--- config.mk ---
export PLATFORM = sky130hd
export DESIGN_NAME = hub_status_strap_pins
export DESIGN_NICKNAME = d
export VERILOG_FILES = /design/src/common/hub_strap_pkg.sv /design/src/design/sync_2ff.sv /design/src/design/reset_capture.sv /design/src/design/hub_status_strap_pins.sv
export VERILOG_INCLUDE_DIRS = /design/src /design/src/common
export SDC_FILE = /design/constraint.sdc
export NUM_CORES = 1
export LEC_CHECK = 0
export ABC_CLOCK_PERIOD_IN_PS = 3800
export BUFFER_PORTS_ARGS = -buffer_cell sky130_fd_sc_hd__buf_2
export CORE_MARGIN = 2
export CORE_UTILIZATION = 25
export CTS_CLUSTER_SIZE = 8
export DETAILED_ROUTE_END_ITERATION = 12
export PLACE_DENSITY = 0.52
export REMOVE_ABC_BUFFERS = 1
export SYNTH_ARGS = -nofsm -noshare
export SYNTH_HDL_FRONTEND = slang
export SYNTH_SLANG_ARGS = --single-unit
--- constraint.sdc ---
create_clock -name clk -period 3.8 [get_ports clk]
set_input_delay 0.38 -clock clk [delete_from_list [all_inputs] [get_ports clk]]
set_output_delay 0.38 -clock clk [all_outputs]
set_load 0.02 [all_outputs]
--- src/common/hub_strap_defs.svh ---
// Purpose: offsets, field positions and reset values of the hub pin block
// Assumes: AXI4-Lite, 32-bit data, byte addresses
// Notes:   definitions only
`ifndef HUB_STRAP_DEFS_SVH
`define HUB_STRAP_DEFS_SVH

`define HSP_ADDR_W          8
`define HSP_DATA_W          32
`define HSP_OFF_CTRL        8'h00
`define HSP_OFF_STATUS      8'h04
`define HSP_WORD_LSB        2

// control register fields
`define HSP_CTRL_DYN        0
`define HSP_CTRL_SELF       1
`define HSP_CTRL_ATTACH     2
`define HSP_CTRL_RESET      3'h0

// status register fields
`define HSP_ST_STRAP_LO     0
`define HSP_ST_STRAP_HI     1
`define HSP_ST_LOCAL        2
`define HSP_ST_SELFPWR      3
`define HSP_ST_ATTACHED     4
`define HSP_ST_SMBUS        5
`define HSP_ST_INDICATOR    6
`define HSP_ST_ROLE_LO      7
`define HSP_ST_ROLE_HI      8

// fixed-port strap codes
`define HSP_STRAP_NONE      2'h0
`define HSP_STRAP_PORT1     2'h1
`define HSP_STRAP_PORT12    2'h2
`define HSP_STRAP_RSVD      2'h3

`define HSP_RESP_OKAY       2'h0
`define HSP_RESP_SLVERR     2'h2

`endif

--- src/common/hub_strap_pkg.sv ---
// Purpose: types shared by the hub pin block
// Assumes: nothing
// Notes:   constants live in hub_strap_defs.svh
package hub_strap_pkg;

    // role the shared pin plays at the moment
    typedef enum logic [1:0] {
        ROLE_STRAP_SAMPLE,
        ROLE_INDICATOR,
        ROLE_SENSE_TRACK,
        ROLE_SENSE_FROZEN
    } pin_role_t;

endpackage : hub_strap_pkg

--- src/design/sync_2ff.sv ---
// Purpose: two-flop synchroniser for pin inputs
// Assumes: one clock; clock enable freezes the flops
// Notes:   first stage feeds only the second stage
`timescale 1ns/1ps
`default_nettype none

module sync_2ff #(
    parameter int WIDTH = 1
) (
    input  wire logic             clk,
    input  wire logic             ce,
    input  wire logic [WIDTH-1:0] async_i,
    output var  logic [WIDTH-1:0] sync_o
);

    logic [WIDTH-1:0] meta_q;

    // no reset: strap capture must see the pin while reset is held
    always_ff @(posedge clk) begin
        if (ce) begin
            meta_q <= async_i;
            sync_o <= meta_q;
        end
    end

endmodule : sync_2ff

`default_nettype wire

--- src/design/reset_capture.sv ---
// Purpose: follows a value while reset is held, keeps it after release
// Assumes: synchronous active-high reset
// Notes:   the value held is the one seen at the last reset edge
`timescale 1ns/1ps
`default_nettype none

module reset_capture #(
    parameter int WIDTH = 2
) (
    input  wire logic             clk,
    input  wire logic             reset,
    input  wire logic [WIDTH-1:0] d,
    output var  logic [WIDTH-1:0] q
);

    always_ff @(posedge clk) begin
        if (reset) begin
            q <= d;
        end
    end

endmodule : reset_capture

`default_nettype wire

--- src/design/hub_status_strap_pins.sv ---
// Purpose: shared suspend-indicator / local-supply / strap pin of a hub
// Assumes: clk 50 MHz, synchronous active-high reset, AXI4-Lite slave
// Notes:   strap inputs from pins pass two flops first; the mode input comes from the hub core unsynchronised
//
// Summary of operation
// - the indicator is negated while unconfigured or suspended.
// - the indicator is asserted only while configured and active.
// - with dynamic power on in SMBus mode, local supply sense picks bus/self powered.
// - local supply sense is sampled during reset, before attach.
// - once the attach bit is set, local supply sense changes are ignored.
// - sense low means no local supply, high means local supply present.
// - the pin means local supply sense only in SMBus configuration mode.
// - in strap mode the pin is strap bit 0 in reset, indicator after.
// - strap 0 none fixed, 1 port 1 fixed, 2 ports 1-2 fixed, 3 reserved.
// - both strap bits are latched as reset is released.
`timescale 1ns/1ps
`default_nettype none
`include "hub_strap_defs.svh"

module hub_status_strap_pins
    import hub_strap_pkg::*;
(
    input  wire logic                   clk,
    input  wire logic                   reset,
    input  wire logic                   ce,
    // shared pin: strap bit 0 / indicator / local supply sense
    input  wire logic                   sharedPinIn,
    output var  logic                   sharedPinOut,
    output var  logic                   sharedPinOe,
    // strap bit 1 pin, sampled only
    input  wire logic                   strapMsbPinIn,
    // hub core state, same clock
    input  wire logic                   smbusConfigMode,
    input  wire logic                   hubConfigured,
    input  wire logic                   hubSuspended,
    // results for the hub core
    output var  logic                   suspendIndicatorOut,
    output var  logic                   reportSelfPowered,
    output var  logic                   attachState,
    output var  logic                   port1Fixed,
    output var  logic                   port2Fixed,
    output var  logic                   strapReserved,
    // AXI4-Lite slave
    input  wire logic                   awvalid,
    output var  logic                   awready,
    input  wire logic [`HSP_ADDR_W-1:0] awaddr,
    input  wire logic [2:0]             awprot,
    input  wire logic                   wvalid,
    output var  logic                   wready,
    input  wire logic [`HSP_DATA_W-1:0] wdata,
    input  wire logic [3:0]             wstrb,
    output var  logic                   bvalid,
    input  wire logic                   bready,
    output var  logic [1:0]             bresp,
    input  wire logic                   arvalid,
    output var  logic                   arready,
    input  wire logic [`HSP_ADDR_W-1:0] araddr,
    input  wire logic [2:0]             arprot,
    output var  logic                   rvalid,
    input  wire logic                   rready,
    output var  logic [`HSP_DATA_W-1:0] rdata,
    output var  logic [1:0]             rresp
);

    logic                   pinSync;
    logic                   msbSync;
    logic [1:0]             strapHeld;
    logic [1:0]             strap_q;
    logic                   smbusMode_q;
    logic                   localSupply_q;
    logic                   dynPowerEn_q;
    logic                   staticSelf_q;
    logic                   attach_q;
    pin_role_t              role_q;
    pin_role_t              role_d;
    logic                   ledActiveLow_q;
    logic                   indicator_d;
    logic                   awHeld_q;
    logic                   wHeld_q;
    logic [`HSP_ADDR_W-1:0] awAddr_q;
    logic [`HSP_DATA_W-1:0] wData_q;
    logic [3:0]             wStrb_q;
    logic                   doWrite;
    logic                   wrCtrl;
    logic [`HSP_DATA_W-1:0] readWord;
    logic [1:0]             readResp;
    logic                   unusedBits;

    // a literal cannot be part-selected, so the offsets get a named home
    localparam logic [`HSP_ADDR_W-1:0] ctrlOff   = `HSP_OFF_CTRL;
    localparam logic [`HSP_ADDR_W-1:0] statusOff = `HSP_OFF_STATUS;

    // protection bits carry no meaning here
    assign unusedBits = ^{awprot, arprot, wStrb_q[3:1]};

    // pins come from outside the clock domain
    sync_2ff #(
        .WIDTH (1)
    ) u_sharedSync (
        .clk     (clk),
        .ce      (ce),
        .async_i (sharedPinIn),
        .sync_o  (pinSync)
    );

    sync_2ff #(
        .WIDTH (1)
    ) u_msbSync (
        .clk     (clk),
        .ce      (ce),
        .async_i (strapMsbPinIn),
        .sync_o  (msbSync)
    );

    // value seen on the last reset edge is the strap
    reset_capture #(
        .WIDTH (2)
    ) u_strapCapture (
        .clk   (clk),
        .reset (reset),
        .d     ({msbSync, pinSync}),
        .q     (strapHeld)
    );

    // strap copy kept for decode; never touched outside reset
    always_ff @(posedge clk) begin
        if (reset) begin
            strap_q <= {msbSync, pinSync};
        end
    end

    // mode select also caught at reset release, held afterwards
    always_ff @(posedge clk) begin
        if (reset) begin
            smbusMode_q <= smbusConfigMode;
        end
    end

    // pin role sequencing
    always_comb begin
        role_d = role_q;
        case (role_q)
            ROLE_STRAP_SAMPLE: begin
                if (smbusMode_q) begin
                    role_d = ROLE_SENSE_TRACK;
                end else begin
                    role_d = ROLE_INDICATOR;
                end
            end
            ROLE_SENSE_TRACK: begin
                if (attach_q) begin
                    role_d = ROLE_SENSE_FROZEN;
                end
            end
            ROLE_INDICATOR: begin
                role_d = ROLE_INDICATOR;
            end
            ROLE_SENSE_FROZEN: begin
                role_d = ROLE_SENSE_FROZEN;
            end
            default: begin
                role_d = ROLE_STRAP_SAMPLE;
            end
        endcase
    end

    always_ff @(posedge clk) begin
        if (reset) begin
            role_q <= ROLE_STRAP_SAMPLE;
        end else if (ce) begin
            role_q <= role_d;
        end
    end

    // local supply sense: followed in reset and, in the sense role, until attach
    always_ff @(posedge clk) begin
        if (reset) begin
            localSupply_q <= pinSync;
        end else if (ce && role_q == ROLE_SENSE_TRACK && !attach_q) begin
            localSupply_q <= pinSync;
        end
    end

    // a strap pulled high means the led sinks, so drive it active low
    always_ff @(posedge clk) begin
        if (reset) begin
            ledActiveLow_q <= 1'b0;
        end else if (ce && role_q == ROLE_STRAP_SAMPLE) begin
            ledActiveLow_q <= strapHeld[0];
        end
    end

    // indicator: configured and not suspended
    assign indicator_d = hubConfigured && !hubSuspended;

    always_ff @(posedge clk) begin
        if (reset) begin
            suspendIndicatorOut <= 1'b0;
        end else if (ce) begin
            suspendIndicatorOut <= indicator_d;
        end
    end

    // pin drive: only in the indicator role, never during reset
    always_ff @(posedge clk) begin
        if (reset) begin
            sharedPinOe  <= 1'b0;
            sharedPinOut <= 1'b0;
        end else if (ce) begin
            sharedPinOe  <= (role_d == ROLE_INDICATOR);
            // polarity flop is not loaded yet on the first edge after reset
            sharedPinOut <= indicator_d ^
                (role_q == ROLE_STRAP_SAMPLE ? strapHeld[0] : ledActiveLow_q);
        end
    end

    // bus or self powered report
    always_ff @(posedge clk) begin
        if (reset) begin
            reportSelfPowered <= 1'b0;
        end else if (ce) begin
            if (dynPowerEn_q && smbusMode_q) begin
                reportSelfPowered <= localSupply_q;
            end else begin
                reportSelfPowered <= staticSelf_q;
            end
        end
    end

    // fixed-port decode; in smbus mode the pin carries no strap
    always_ff @(posedge clk) begin
        if (reset) begin
            port1Fixed    <= 1'b0;
            port2Fixed    <= 1'b0;
            strapReserved <= 1'b0;
        end else if (ce) begin
            port1Fixed    <= 1'b0;
            port2Fixed    <= 1'b0;
            strapReserved <= 1'b0;
            if (!smbusMode_q) begin
                case (strap_q)
                    `HSP_STRAP_NONE: begin
                        port1Fixed <= 1'b0;
                    end
                    `HSP_STRAP_PORT1: begin
                        port1Fixed <= 1'b1;
                    end
                    `HSP_STRAP_PORT12: begin
                        port1Fixed <= 1'b1;
                        port2Fixed <= 1'b1;
                    end
                    `HSP_STRAP_RSVD: begin
                        strapReserved <= 1'b1;
                    end
                    default: begin
                        strapReserved <= 1'b0;
                    end
                endcase
            end
        end
    end

    // AXI write channel: address and data taken in either order
    assign awready = !awHeld_q && !bvalid;
    assign wready  = !wHeld_q && !bvalid;
    assign doWrite = awHeld_q && wHeld_q && !bvalid;
    assign wrCtrl  = doWrite &&
        (awAddr_q[`HSP_ADDR_W-1:`HSP_WORD_LSB] ==
         ctrlOff[`HSP_ADDR_W-1:`HSP_WORD_LSB]);

    always_ff @(posedge clk) begin
        if (reset) begin
            awHeld_q <= 1'b0;
            awAddr_q <= '0;
        end else if (ce) begin
            if (awvalid && awready) begin
                awHeld_q <= 1'b1;
                awAddr_q <= awaddr;
            end else if (doWrite) begin
                awHeld_q <= 1'b0;
            end
        end
    end

    always_ff @(posedge clk) begin
        if (reset) begin
            wHeld_q <= 1'b0;
            wData_q <= '0;
            wStrb_q <= '0;
        end else if (ce) begin
            if (wvalid && wready) begin
                wHeld_q <= 1'b1;
                wData_q <= wdata;
                wStrb_q <= wstrb;
            end else if (doWrite) begin
                wHeld_q <= 1'b0;
            end
        end
    end

    always_ff @(posedge clk) begin
        if (reset) begin
            bvalid <= 1'b0;
            bresp  <= `HSP_RESP_OKAY;
        end else if (ce) begin
            if (doWrite) begin
                bvalid <= 1'b1;
                if (wrCtrl ||
                    awAddr_q[`HSP_ADDR_W-1:`HSP_WORD_LSB] ==
                    statusOff[`HSP_ADDR_W-1:`HSP_WORD_LSB]) begin
                    bresp <= `HSP_RESP_OKAY;
                end else begin
                    bresp <= `HSP_RESP_SLVERR;
                end
            end else if (bvalid && bready) begin
                bvalid <= 1'b0;
            end
        end
    end

    // control register; attach is set by software, cleared only by reset
    always_ff @(posedge clk) begin
        if (reset) begin
            {attach_q, staticSelf_q, dynPowerEn_q} <= `HSP_CTRL_RESET;
        end else if (ce && wrCtrl && wStrb_q[0]) begin
            dynPowerEn_q <= wData_q[`HSP_CTRL_DYN];
            staticSelf_q <= wData_q[`HSP_CTRL_SELF];
            if (wData_q[`HSP_CTRL_ATTACH]) begin
                attach_q <= 1'b1;
            end
        end
    end

    assign attachState = attach_q;

    // read mux
    always_comb begin
        readWord = '0;
        readResp = `HSP_RESP_OKAY;
        case (araddr[`HSP_ADDR_W-1:`HSP_WORD_LSB])
            ctrlOff[`HSP_ADDR_W-1:`HSP_WORD_LSB]: begin
                readWord[`HSP_CTRL_DYN]    = dynPowerEn_q;
                readWord[`HSP_CTRL_SELF]   = staticSelf_q;
                readWord[`HSP_CTRL_ATTACH] = attach_q;
            end
            statusOff[`HSP_ADDR_W-1:`HSP_WORD_LSB]: begin
                readWord[`HSP_ST_STRAP_LO]  = strap_q[0];
                readWord[`HSP_ST_STRAP_HI]  = strap_q[1];
                readWord[`HSP_ST_LOCAL]     = localSupply_q;
                readWord[`HSP_ST_SELFPWR]   = reportSelfPowered;
                readWord[`HSP_ST_ATTACHED]  = attach_q;
                readWord[`HSP_ST_SMBUS]     = smbusMode_q;
                readWord[`HSP_ST_INDICATOR] = suspendIndicatorOut;
                readWord[`HSP_ST_ROLE_HI:`HSP_ST_ROLE_LO] = role_q;
            end
            default: begin
                readResp = `HSP_RESP_SLVERR;
            end
        endcase
    end

    assign arready = !rvalid;

    always_ff @(posedge clk) begin
        if (reset) begin
            rvalid <= 1'b0;
            rdata  <= '0;
            rresp  <= `HSP_RESP_OKAY;
        end else if (ce) begin
            if (arvalid && arready) begin
                rvalid <= 1'b1;
                rdata  <= readWord;
                rresp  <= readResp;
            end else if (rvalid && rready) begin
                rvalid <= 1'b0;
            end
        end
    end

endmodule : hub_status_strap_pins

`default_nettype wire

==> results of run 1 <==
flip-flops by register name, summed over array words and instances, names as in the netlist, 2 cells and up:
register,cells
wData_q,3
role_q,2
rdata,9
strap_q,2
awAddr_q,6
cell type report:
cell class	count	area, um^2	share of cell area
flip-flops and latches	46	1001	0.4088
multi-input cells	142	895.9	0.3659
repair buffers	55	282.8	0.1155
well taps	105	131.4	0.05365
clock buffers	6	93.84	0.03832
inverters	9	33.78	0.01380
clock inverters	2	10.01	0.004088
cell usage after synthesis (2+ instances only):
cell	number	area (um^2)
a21oi_1	12	60.06
buf_2	6	30.03
buf_4	25	187.7
clkbuf_1	4	15.01
dfxtp_1	38	760.7
edfxtp_1	8	240.2
ha_1	2	25.02
inv_1	8	30.03
mux2i_1	19	190.2
nand2_1	12	45.04
nand2b_1	3	18.77
nand3_1	6	30.03
nand3b_1	3	22.52
nor2_1	22	82.58
nor2b_1	6	37.54
nor3_1	3	15.01
nor3b_1	3	22.52
o211ai_1	2	15.01
o41ai_1	6	52.55
or4b_1	3	30.03
power groups by stage:
stage / Combinational, W / Sequential [W] / Clock [W]
6_report: 0.000124 / 0.000534 / 0.000340
5_1_grt: 0.000139 / 0.000537 / 0.000369
4_1_cts: 0.000126 / 0.000534 / 0.000352
3_5_place_dp: 0.000125 / 0.000545 / 0
3_3_place_gp: 0.000125 / 0.000545 / 0
2_1_floorplan: 0.0000725 / 0.000548 / 0
routing by layer:
layer  up-vias  track usage  wire [um]
met2        56       0.1455       1940
li1        774            -          -
met5         -            0          0
met3         7      0.04111        384
met1       684       0.1189       1928
met4         0      0.04048         80
kinds of logic (layout without fill, tap and decap cells):
| kind of cell | after synthesis | after routing |
|---|---|---|
| and+or+nand+nor | 70 | 70 |
| DFF | 46 | 46 |
| buffers and inverters | 46 | 72 |
| AOI/OAI and AO/OA | 26 | 26 |
| muxes | 19 | 19 |
| adders and majority gates | 2 | 2 |
| other | 1 | 25 |
worst max path at each step:
stage,from,end,slack [ns]
floorplan,rvalid$_SDFFE_PP0P_,rdata[0]$_SDFFE_PP0P_,2.15
global placement,ce,dynPowerEn_q$_SDFFE_PP0P_,2.00
detailed placement,ce,staticSelf_q$_SDFFE_PP0P_,1.99
CTS,awAddr_q[7]$_SDFFE_PP0P_,staticSelf_q$_SDFFE_PP0P_,2.30
global route,ce,dynPowerEn_q$_SDFFE_PP0P_,2.21
finish,awAddr_q[7]$_SDFFE_PP0P_,staticSelf_q$_SDFFE_PP0P_,2.31
stage by stage:
| step | utilization | setup WS (ns) | cells |
|---|---|---|---|
| 2_1_floorplan | - | 2.151 | 197 |
| 3_3_place_gp | 0.2868 | 1.998 | 357 |
| 3_5_place_dp | 0.2868 | 1.994 | 357 |
| 4_1_cts | 0.2995 | 2.297 | 365 |
| 5_1_grt | 0.2995 | 2.214 | 365 |
| 6_report | 0.2995 | 2.307 | 365 |
cells in the final DEF (no fill, tap or decap):
cell type,synthesis,layout
nor2_1,22,22
inv_2,1,1
and2_1,1,1
nand3_1,6,6
inv_1,8,8
edfxtp_1,8,8
nand2b_1,3,3
clkinv_2,0,2
and4bb_1,1,1
o21a_1,1,1
a211oi_1,1,1
conb_1,1,25
o311ai_1,1,1
nor3_1,3,3
clkbuf_8,1,5
or4_4,1,1
nor4_4,1,1
a31o_1,1,1
buf_4,25,3
or2b_1,1,1
mux2i_1,19,19
o41ai_1,6,6
clkbuf_16,0,1
ha_1,2,2
buf_2,6,52
o2111ai_1,1,1
nand2_1,12,12
nor2b_1,6,6
dfxtp_1,38,38
nor4bb_1,1,1
a31o_2,1,1
or4b_1,3,3
nand4b_2,1,1
a21oi_1,12,12
nor3b_1,3,3
nand3b_1,3,3
nor4_2,1,1
or3b_1,1,1
o211ai_1,2,2
==> out/qor.csv, run 1 <==
metric;value;unit
status;complete, no violations;
area share of fa/ha/maj cells after synthesis;0.01197;
first-pass GRT wire length;6658;um
Startpoint Class;flop;
P_int;0.0007296;W
largest family of logic cells by synthesized area;simple AND/OR/NAND/NOR gates;
critical path class;reg2reg;
register area share after synthesis;0.4788;
Yosys cell types;39;
Synth Register Bits;46;
fin crit period;1.493;ns
Chip Width;95.45;um
post-DR wirelength/cell;11.87;um
Total GRT Usage;0.09591;
CTS sink cnt;46;
die height;95.45;um
reg2reg start;awAddr_q[7]$_SDFFE_PP0P_;
First-pass DRT Iterations;4;
Post-CTS Setup Inserts;0;
worst hold path class;in2reg;
largest net degree at the start of global routing;41;
Slowest-stage cell, CP;or4_4;
Critical Path AT;1.72;ns
post-DP HPWL;3075;um
RSZ-0062 raised after global routing;false;
CP peak stage delay;0.55;ns
fmax;0.6699;GHz
slew margin rel.;0.4817;
# setup viols final;0;
WHS;0.2448;ns
xor/xnor cell area share of the yosys netlist;0;
total congestion overflow;0;
post-synthesis compound-gate area fraction;0.08498;
Reg2Reg Depth;3;
CP Capture Type;flop;
Area Growth Syn to Fin;17.12;%
num rows;33;
EDFF count, synth;8;
reg2reg end;staticSelf_q$_SDFFE_PP0P_;
CP required;4.03;ns
Hold Buf Count CTS;0;
die area;9111;um^2
initial drt markers;34;
PnR Total Power;0.0009975;W
clk_lat worst skew;0.30;ns
sequential cell fraction of total power;0.535;
WP depth;3;
antenna violations before repair;0;
placed cell area;2345;um^2
Clock Power Share;0.341;
Final Slew Violations;0;
Antenna Nets Post-Route;0;
CP max FO;3;
switching power;0.0002679;W
# nets final;332;
number of diodes;0;
final instance area;2449;um^2
core area;8175;um^2
post-route clock period utilization;0.3928;
CP top delay family;simple AND/OR/NAND/NOR gates;
GPL Wtd Cong;0.7023;
post-CTS sizing;0;
Syn Area/Cell;9.956;um^2
share of layout cells above drive strength 1;0.2654;
Sw Ratio;0.2686;
VDD IR max;0.0001915;V
vias in the first global route;1336;
Yosys warning total;0;
Ports;120;
Routed WL;4334;um
CTS Buf Count;5;
combinational power share;0.125;
Tightest Pin Transition;0.7775;ns
Root Buffer;clkbuf_8;
Layout Skew;0.01060;ns
CTS H-tree lvls;2;
Starting Density;0.2557;
Min-Delay Endpoint;u_sharedSync.meta_q$_DFFE_PP_;
simple-gate share of the synthesized area;0.1957;
ys flop type;dfxtp_1;
R2R setup slack;2.31;ns
hold wc startpoint;sharedPinIn;
max-cap violations;0;
Vias;1521;
leakage;1.047;nW
Syn Std Cell Area;2091;um^2
CP Buf/Inv Count;0;
port buffer count;52;
maximum buffer depth of the clock tree;2;
layout filler cell count;873;
mux cell area share after synthesis;0.09096;
synthesized instance count;210;
PD cells;407.4;nW/um^2
fraction of registers with async set/reset;0;
DRC;0;
critical-path cell list;or4_4, nor4_4, mux2i_1;
CTS tree;done;
via density per instance;4.167;
Hold Fails Final Rpt;0;
hold path depth;1;
Reg clk slew, reported paths;0.09;ns
Setup TNS;0;ns
No activity file was read; power rests on OpenSTA's default activity.
==> run 2, diff against run 1 <==
ABC_AREA = 1   (was unset)
ABC_CLOCK_PERIOD_IN_PS = 1300   (was 3800)
PLACE_DENSITY = 0.53   (was 0.52)
clock period = 1.3 ns   (was 3.8 ns; I/O delays follow)
==> run 2 against run 1 <==
Die area rose by 3.4%. Final cell count rose by 15%. Global-route usage fell by 0.062 points. Critical path depth rose by 2. Largest power group unchanged. Maximum frequency rose by 28%.
==> out/qor.csv, run 2 <==
metric;value;unit
Post-CTS Setup Inserts;0;
count leader, synth;nand2_1;
Hold Fails Final Rpt;0;
maximum buffer depth of the clock tree;2;
GPL Wtd Cong;0.7326;
post-DR wirelength/cell;10.71;um
R2R setup slack;0.13;ns
cell taking the most area after synthesis;dfxtp_1;
top cells by count, synth;41 x nand2_1, 38 x dfxtp_1, 28 x nor2_1;
area share of fa/ha/maj cells after synthesis;0.01156;
CTS H-tree lvls;2;
Setup TNS;0;ns
reg2reg end;port1Fixed$_SDFFE_PP0P_;
placed cell area;2441;um^2
Starting Density;0.2608;
DRC;0;
fmax;0.8557;GHz
CTS tree;done;
CTS Buf Count;5;
CP max FO;5;
leakage;1.160;nW
CP startpoint;strap_q[0]$_DFFE_PP_;
critical path class;reg2reg;
ys flop type;dfxtp_1;
EDFF count, synth;8;
total congestion overflow;0;
synthesized instance count;259;
die area;9419;um^2
Hold Buf Count CTS;1;
PD cells;1193;nW/um^2
xor/xnor cell area share of the yosys netlist;0;
die height;97.05;um
Most flops, register;rdata;
Synth Register Bits;46;
Final Slew Violations;0;
RSZ-0062 raised after global routing;false;
Finished Layout Cells;420;
Syn Area/Cell;8.357;um^2
fraction of registers with async set/reset;0;
final instance area;2564;um^2
dpl cells;411;
Reg2Reg Depth;5;
status;complete, no violations;
vias in the first global route;1566;
largest net degree at the start of global routing;22;
largest family of logic cells by synthesized area;simple AND/OR/NAND/NOR gates;
clk_lat worst skew;0.30;ns
initial drt markers;93;
Reg clk slew, reported paths;0.09;ns
# setup viols final;0;
ranking of synthesized cells by area;dfxtp_1 35%, edfxtp_1 11%, buf_4 8.7%, nand2_1 7.1%, a21oi_1 5.1%;
Area Growth Syn to Fin;18.44;%
reg2reg start;strap_q[0]$_DFFE_PP_;
Syn Std Cell Area;2165;um^2
port buffer count;52;
Layout Skew;0.01010;ns
most frequent cells in the layout;52 x buf_2, 41 x nand2_1, 38 x dfxtp_1;
max-cap violations;0;
share of layout cells above drive strength 1;0.3048;
hold path depth;1;
CTS sink cnt;46;
post-DP HPWL;3424;um
Total GRT Usage;0.09529;
# nets final;387;
hold wc startpoint;sharedPinIn;
Yosys cell types;27;
layout filler cell count;915;
mux cell area share after synthesis;0;
fin crit period;1.169;ns
most common cell after layout, fill and taps aside;buf_2;
max FFs per register;9;
Vias;1676;
Largest regs;rdata x9, awAddr_q x6, wData_q x3;
Critical Path AT;1.40;ns
via density per instance;3.990;
simple-gate share of the synthesized area;0.2410;
first-pass GRT wire length;7369;um
post-route clock period utilization;0.8990;
Chip Width;97.05;um
core area;8299;um^2
Antenna Nets Post-Route;0;
Min-Delay Endpoint;u_sharedSync.meta_q$_DFFE_PP_;
post-CTS sizing;0;
First-pass DRT Iterations;4;
register area share after synthesis;0.4624;
Yosys top cell area share;0.3514;
Startpoint Class;flop;
Routed WL;4498;um
num rows;33;
CP Capture Type;flop;
worst hold path class;in2reg;
number of diodes;0;
Yosys warning total;0;
Ports;120;
CP required;1.53;ns
post-synthesis compound-gate area fraction;0.1202;
VDD IR max;0.0004311;V
Root Buffer;clkbuf_8;
antenna violations before repair;0;
==> run 2: how the worst max path moves through the flow <==
stage	to	slack, ns	cells past startpoint
floorplan	wData_q[0]$_SDFFE_PP0P_	0.01	4
global placement	port1Fixed$_SDFFE_PP0P_	0.19	5
detailed placement	port1Fixed$_SDFFE_PP0P_	0.14	5
CTS	port1Fixed$_SDFFE_PP0P_	0.13	5
global route	port1Fixed$_SDFFE_PP0P_	0.03	5
finish	port1Fixed$_SDFFE_PP0P_	0.13	5
==> run 2: per-stage QoR <==
step | setup WS, ns | total power [W] | utilization | hold WS (ns)
2_1_floorplan | 0.01196 | 0.001863 | - | 0.1924
3_3_place_gp | 0.1901 | 0.002018 | 0.2941 | 0.3095
3_5_place_dp | 0.1373 | 0.002026 | 0.2941 | 0.3081
4_1_cts | 0.1279 | 0.003119 | 0.3089 | 0.004041
5_1_grt | 0.03347 | 0.003224 | 0.3089 | 0.003280
6_report | 0.1313 | 0.003057 | 0.3089 | 0.01236
==> run 2: report_power, final <==
part / internal, W / leakage [nW] / total, W / switching [W]
registers: 0.00152 / 0.389 / 0.00157 / 0.0000482
clock network: 0.000577 / 0.0585 / 0.00107 / 0.000492
logic: 0.000132 / 0.712 / 0.000417 / 0.000285
total: 0.00223 / 1.16 / 0.00306 / 0.000825
==> run 2: kinds of logic after synthesis <==
logic type / count (synthesis)
and+or+nand+nor: 103
adders and majority gates: 2
DFF: 46
AOI/OAI and AO/OA: 46
other: 1
buffers and inverters: 61
==> run 2: layout make-up <==
| type | count | area (um^2) | share of cell area |
|---|---|---|---|
| timing repair buffer | 57 | 312.8 | 0.1220 |
| inverter | 28 | 105.1 | 0.04100 |
| tap | 105 | 131.4 | 0.05124 |
| multi-input combinational | 176 | 900.9 | 0.3514 |
| sequential | 46 | 1001 | 0.3904 |
| clock inverter | 3 | 43.79 | 0.01708 |
| clock buffer | 5 | 68.82 | 0.02684 |
==> run 2: worst max-delay path, cell delays in order (launching register included) <==
cell and delay, ns:
edfxtp_1 0.48, inv_1 0.07, ha_1 0.29, nor2_1 0.09, nand2_1 0.06, a21oi_1 0.12
==> run 2: metal layers <==
metal | wire, um | track usage | up-vias
met4 | 10 | 0.02275 | 0
li1 | - | - | 890
met2 | 2092 | 0.1565 | 59
met1 | 2112 | 0.1244 | 725
met3 | 281 | 0.02662 | 2
met5 | 0 | 0 | -
==> run 3, diff against run 2 <==
BUFFER_PORTS_ARGS = unset   (was -buffer_cell sky130_fd_sc_hd__buf_2)
CORE_UTILIZATION = 30   (was 25)
DONT_BUFFER_PORTS = 1   (was unset)
PLACE_DENSITY = 0.46   (was 0.53)
==> run 3 against run 2 <==
Die area is 16% lower. Utilization up 3.5 points. Cell area fell by 7.4%. Global-route usage grew 1.4 points. Routed wire length fell by 3.6%. Via count fell by 7.1%. Count of clock-buffer cells in the layout grew 2. Final cell count down 12%. Sequential share of layout area increased by 3.1 points. Maximum frequency down 2.7%.
==> out/qor.csv, run 3 (synthesis gave the netlist of run 2 again) <==
metric;value;unit
Top Usage Layer GRT;met2;
switching power;0.0007709;W
post-route clock period utilization;0.9238;
# nets final;346;
sequential cell fraction of total power;0.564;
initial drt markers;44;
Area Growth Syn to Fin;9.653;%
Finished Layout Cells;370;
first-pass GRT wire length;6568;um
Antenna Nets Post-Route;0;
fin crit period;1.201;ns
worst hold path class;in2reg;
status;complete, no violations;
Clock Power Share;0.314;
combinational power share;0.123;
Ports;120;
port buffer count;0;
Vias;1557;
VDD IR max;0.0004382;V
max FFs per register;9;
die height;88.94;um
max-cap violations;0;
most frequent cells in the layout;41 x nand2_1, 38 x dfxtp_1, 28 x nor2_1;
CP max FO;4;
R2R setup slack;0.12;ns
Final Slew Violations;0;
CP required;1.17;ns
total congestion overflow;0;
Post-Place Worst Slack;0.1264;ns
dpl cells;352;
hold path depth;2;
setup ws final;0.09900;ns
PD cells;1193;nW/um^2
GPL Wtd Cong;0.7241;
RSZ-0062 raised after global routing;false;
CTS sink cnt;46;
# setup viols final;0;
number of diodes;0;
hold wc startpoint;ce;
antenna violations before repair;0;
Total GRT Usage;0.1090;
Setup TNS;0;ns
reg2reg end;rdata[2]$_SDFFE_PP0P_;
CP Capture Type;output pin;
layout filler cell count;751;
Reg2Reg Depth;6;
fmax;0.8326;GHz
CTS H-tree lvls;2;
leakage;0.9664;nW
Reg clk slew, reported paths;0.09;ns
most common cell after layout, fill and taps aside;nand2_1;
routing usage on met3;0.04063;
grt met1 use;0.1426;
CTS tree;done;
Min-Delay Endpoint;sharedPinOe$_SDFFE_PP0P_;
Most flops, register;rdata;
register area;1001;um^2
clk_lat worst skew;0.29;ns
Hold Fails Final Rpt;0;
DRC;0;
Sw Ratio;0.2723;
post-DP HPWL;3079;um
Startpoint Class;flop;
largest net degree at the start of global routing;28;
P_int;0.002060;W
critical path class;reg2out;
Starting Density;0.3134;
Routed WL;4334;um
post-DR wirelength/cell;11.71;um
Layout Skew;0.007007;ns
num rows;30;
routing usage on met2;0.1689;
multi-input logic area;900.9;um^2
Critical Path AT;1.07;ns
Chip Width;88.94;um
post-CTS sizing;0;
reg2reg start;rvalid$_SDFFE_PP0P_;
share of layout cells above drive strength 1;0.1679;
vias in the first global route;1330;
core area;6907;um^2
CTS Buf Count;5;
Largest regs;rdata x9, awAddr_q x6, wData_q x3;
maximum buffer depth of the clock tree;2;
First-pass DRT Iterations;4;
Root Buffer;clkbuf_8;
via density per instance;4.208;
die area;7910;um^2
[run 3: through the flow]
stage	instance area (um^2)	total power, W	hold WS [ns]	utilization
after floorplan	2007	0.001863	0.1924	-
after global routing	2374	0.002973	0.01658	0.3437
final	2374	0.002831	0.01033	0.3437
after CTS	2374	0.002885	0.0009972	0.3437
after detailed placement	2172	0.001932	0.2006	0.3145
after global placement	2172	0.001928	0.1986	0.3145
[run 3: timing repair]
| action | 4_1_cts | 5_1_grt |
|---|---|---|
| buffers inserted | 0 | 0 |
| hold buffers | 10 | 0 |
| endpoints found under the hold margin | 40 | 0 |
[run 3: worst max-delay path: stages, from the launching register on]
cell and delay, ns:
dfxtp_1 0.36, nor2_1 0.23, buf_4 0.19
[run 3: how the worst max path moves through the flow]
| stage | from | endpoint | cells after the start |
|---|---|---|---|
| 6_report | bvalid$_SDFFE_PP0P_ | wready | 2 |
| 5_1_grt | rvalid$_SDFFE_PP0P_ | rdata[2]$_SDFFE_PP0P_ | 6 |
| 4_1_cts | bvalid$_SDFFE_PP0P_ | wready | 2 |
| 3_5_place_dp | rvalid$_SDFFE_PP0P_ | rdata[2]$_SDFFE_PP0P_ | 6 |
| 3_3_place_gp | rvalid$_SDFFE_PP0P_ | rdata[2]$_SDFFE_PP0P_ | 6 |
| 2_1_floorplan | bvalid$_SDFFE_PP0P_ | wData_q[0]$_SDFFE_PP0P_ | 4 |
[run 3: final cells by class]
cell class | count | area share
clock buffer | 7 | 0.03637
clock inverter | 1 | 0.002109
inverter | 28 | 0.04428
multi-input combinational | 176 | 0.3795
sequential | 46 | 0.4217
tap | 96 | 0.05061
timing repair buffer | 16 | 0.06537
[run 3: power by group through the flow]
stage | sequential, W | combinational, W | clock [W]
final | 0.00160 | 0.000347 | 0.000888
after global routing | 0.00161 | 0.000392 | 0.000975
after CTS | 0.00160 | 0.000352 | 0.000936
after detailed placement | 0.00163 | 0.000301 | 0
after global placement | 0.00163 | 0.000298 | 0
after floorplan | 0.00162 | 0.000245 | 0
[run 3: metal layers]
metal  share of wire  up-vias
li1                -      810
met1            0.48      692
met2            0.43       53
met3           0.082        2
met4          0.0060        0
met5               0        -
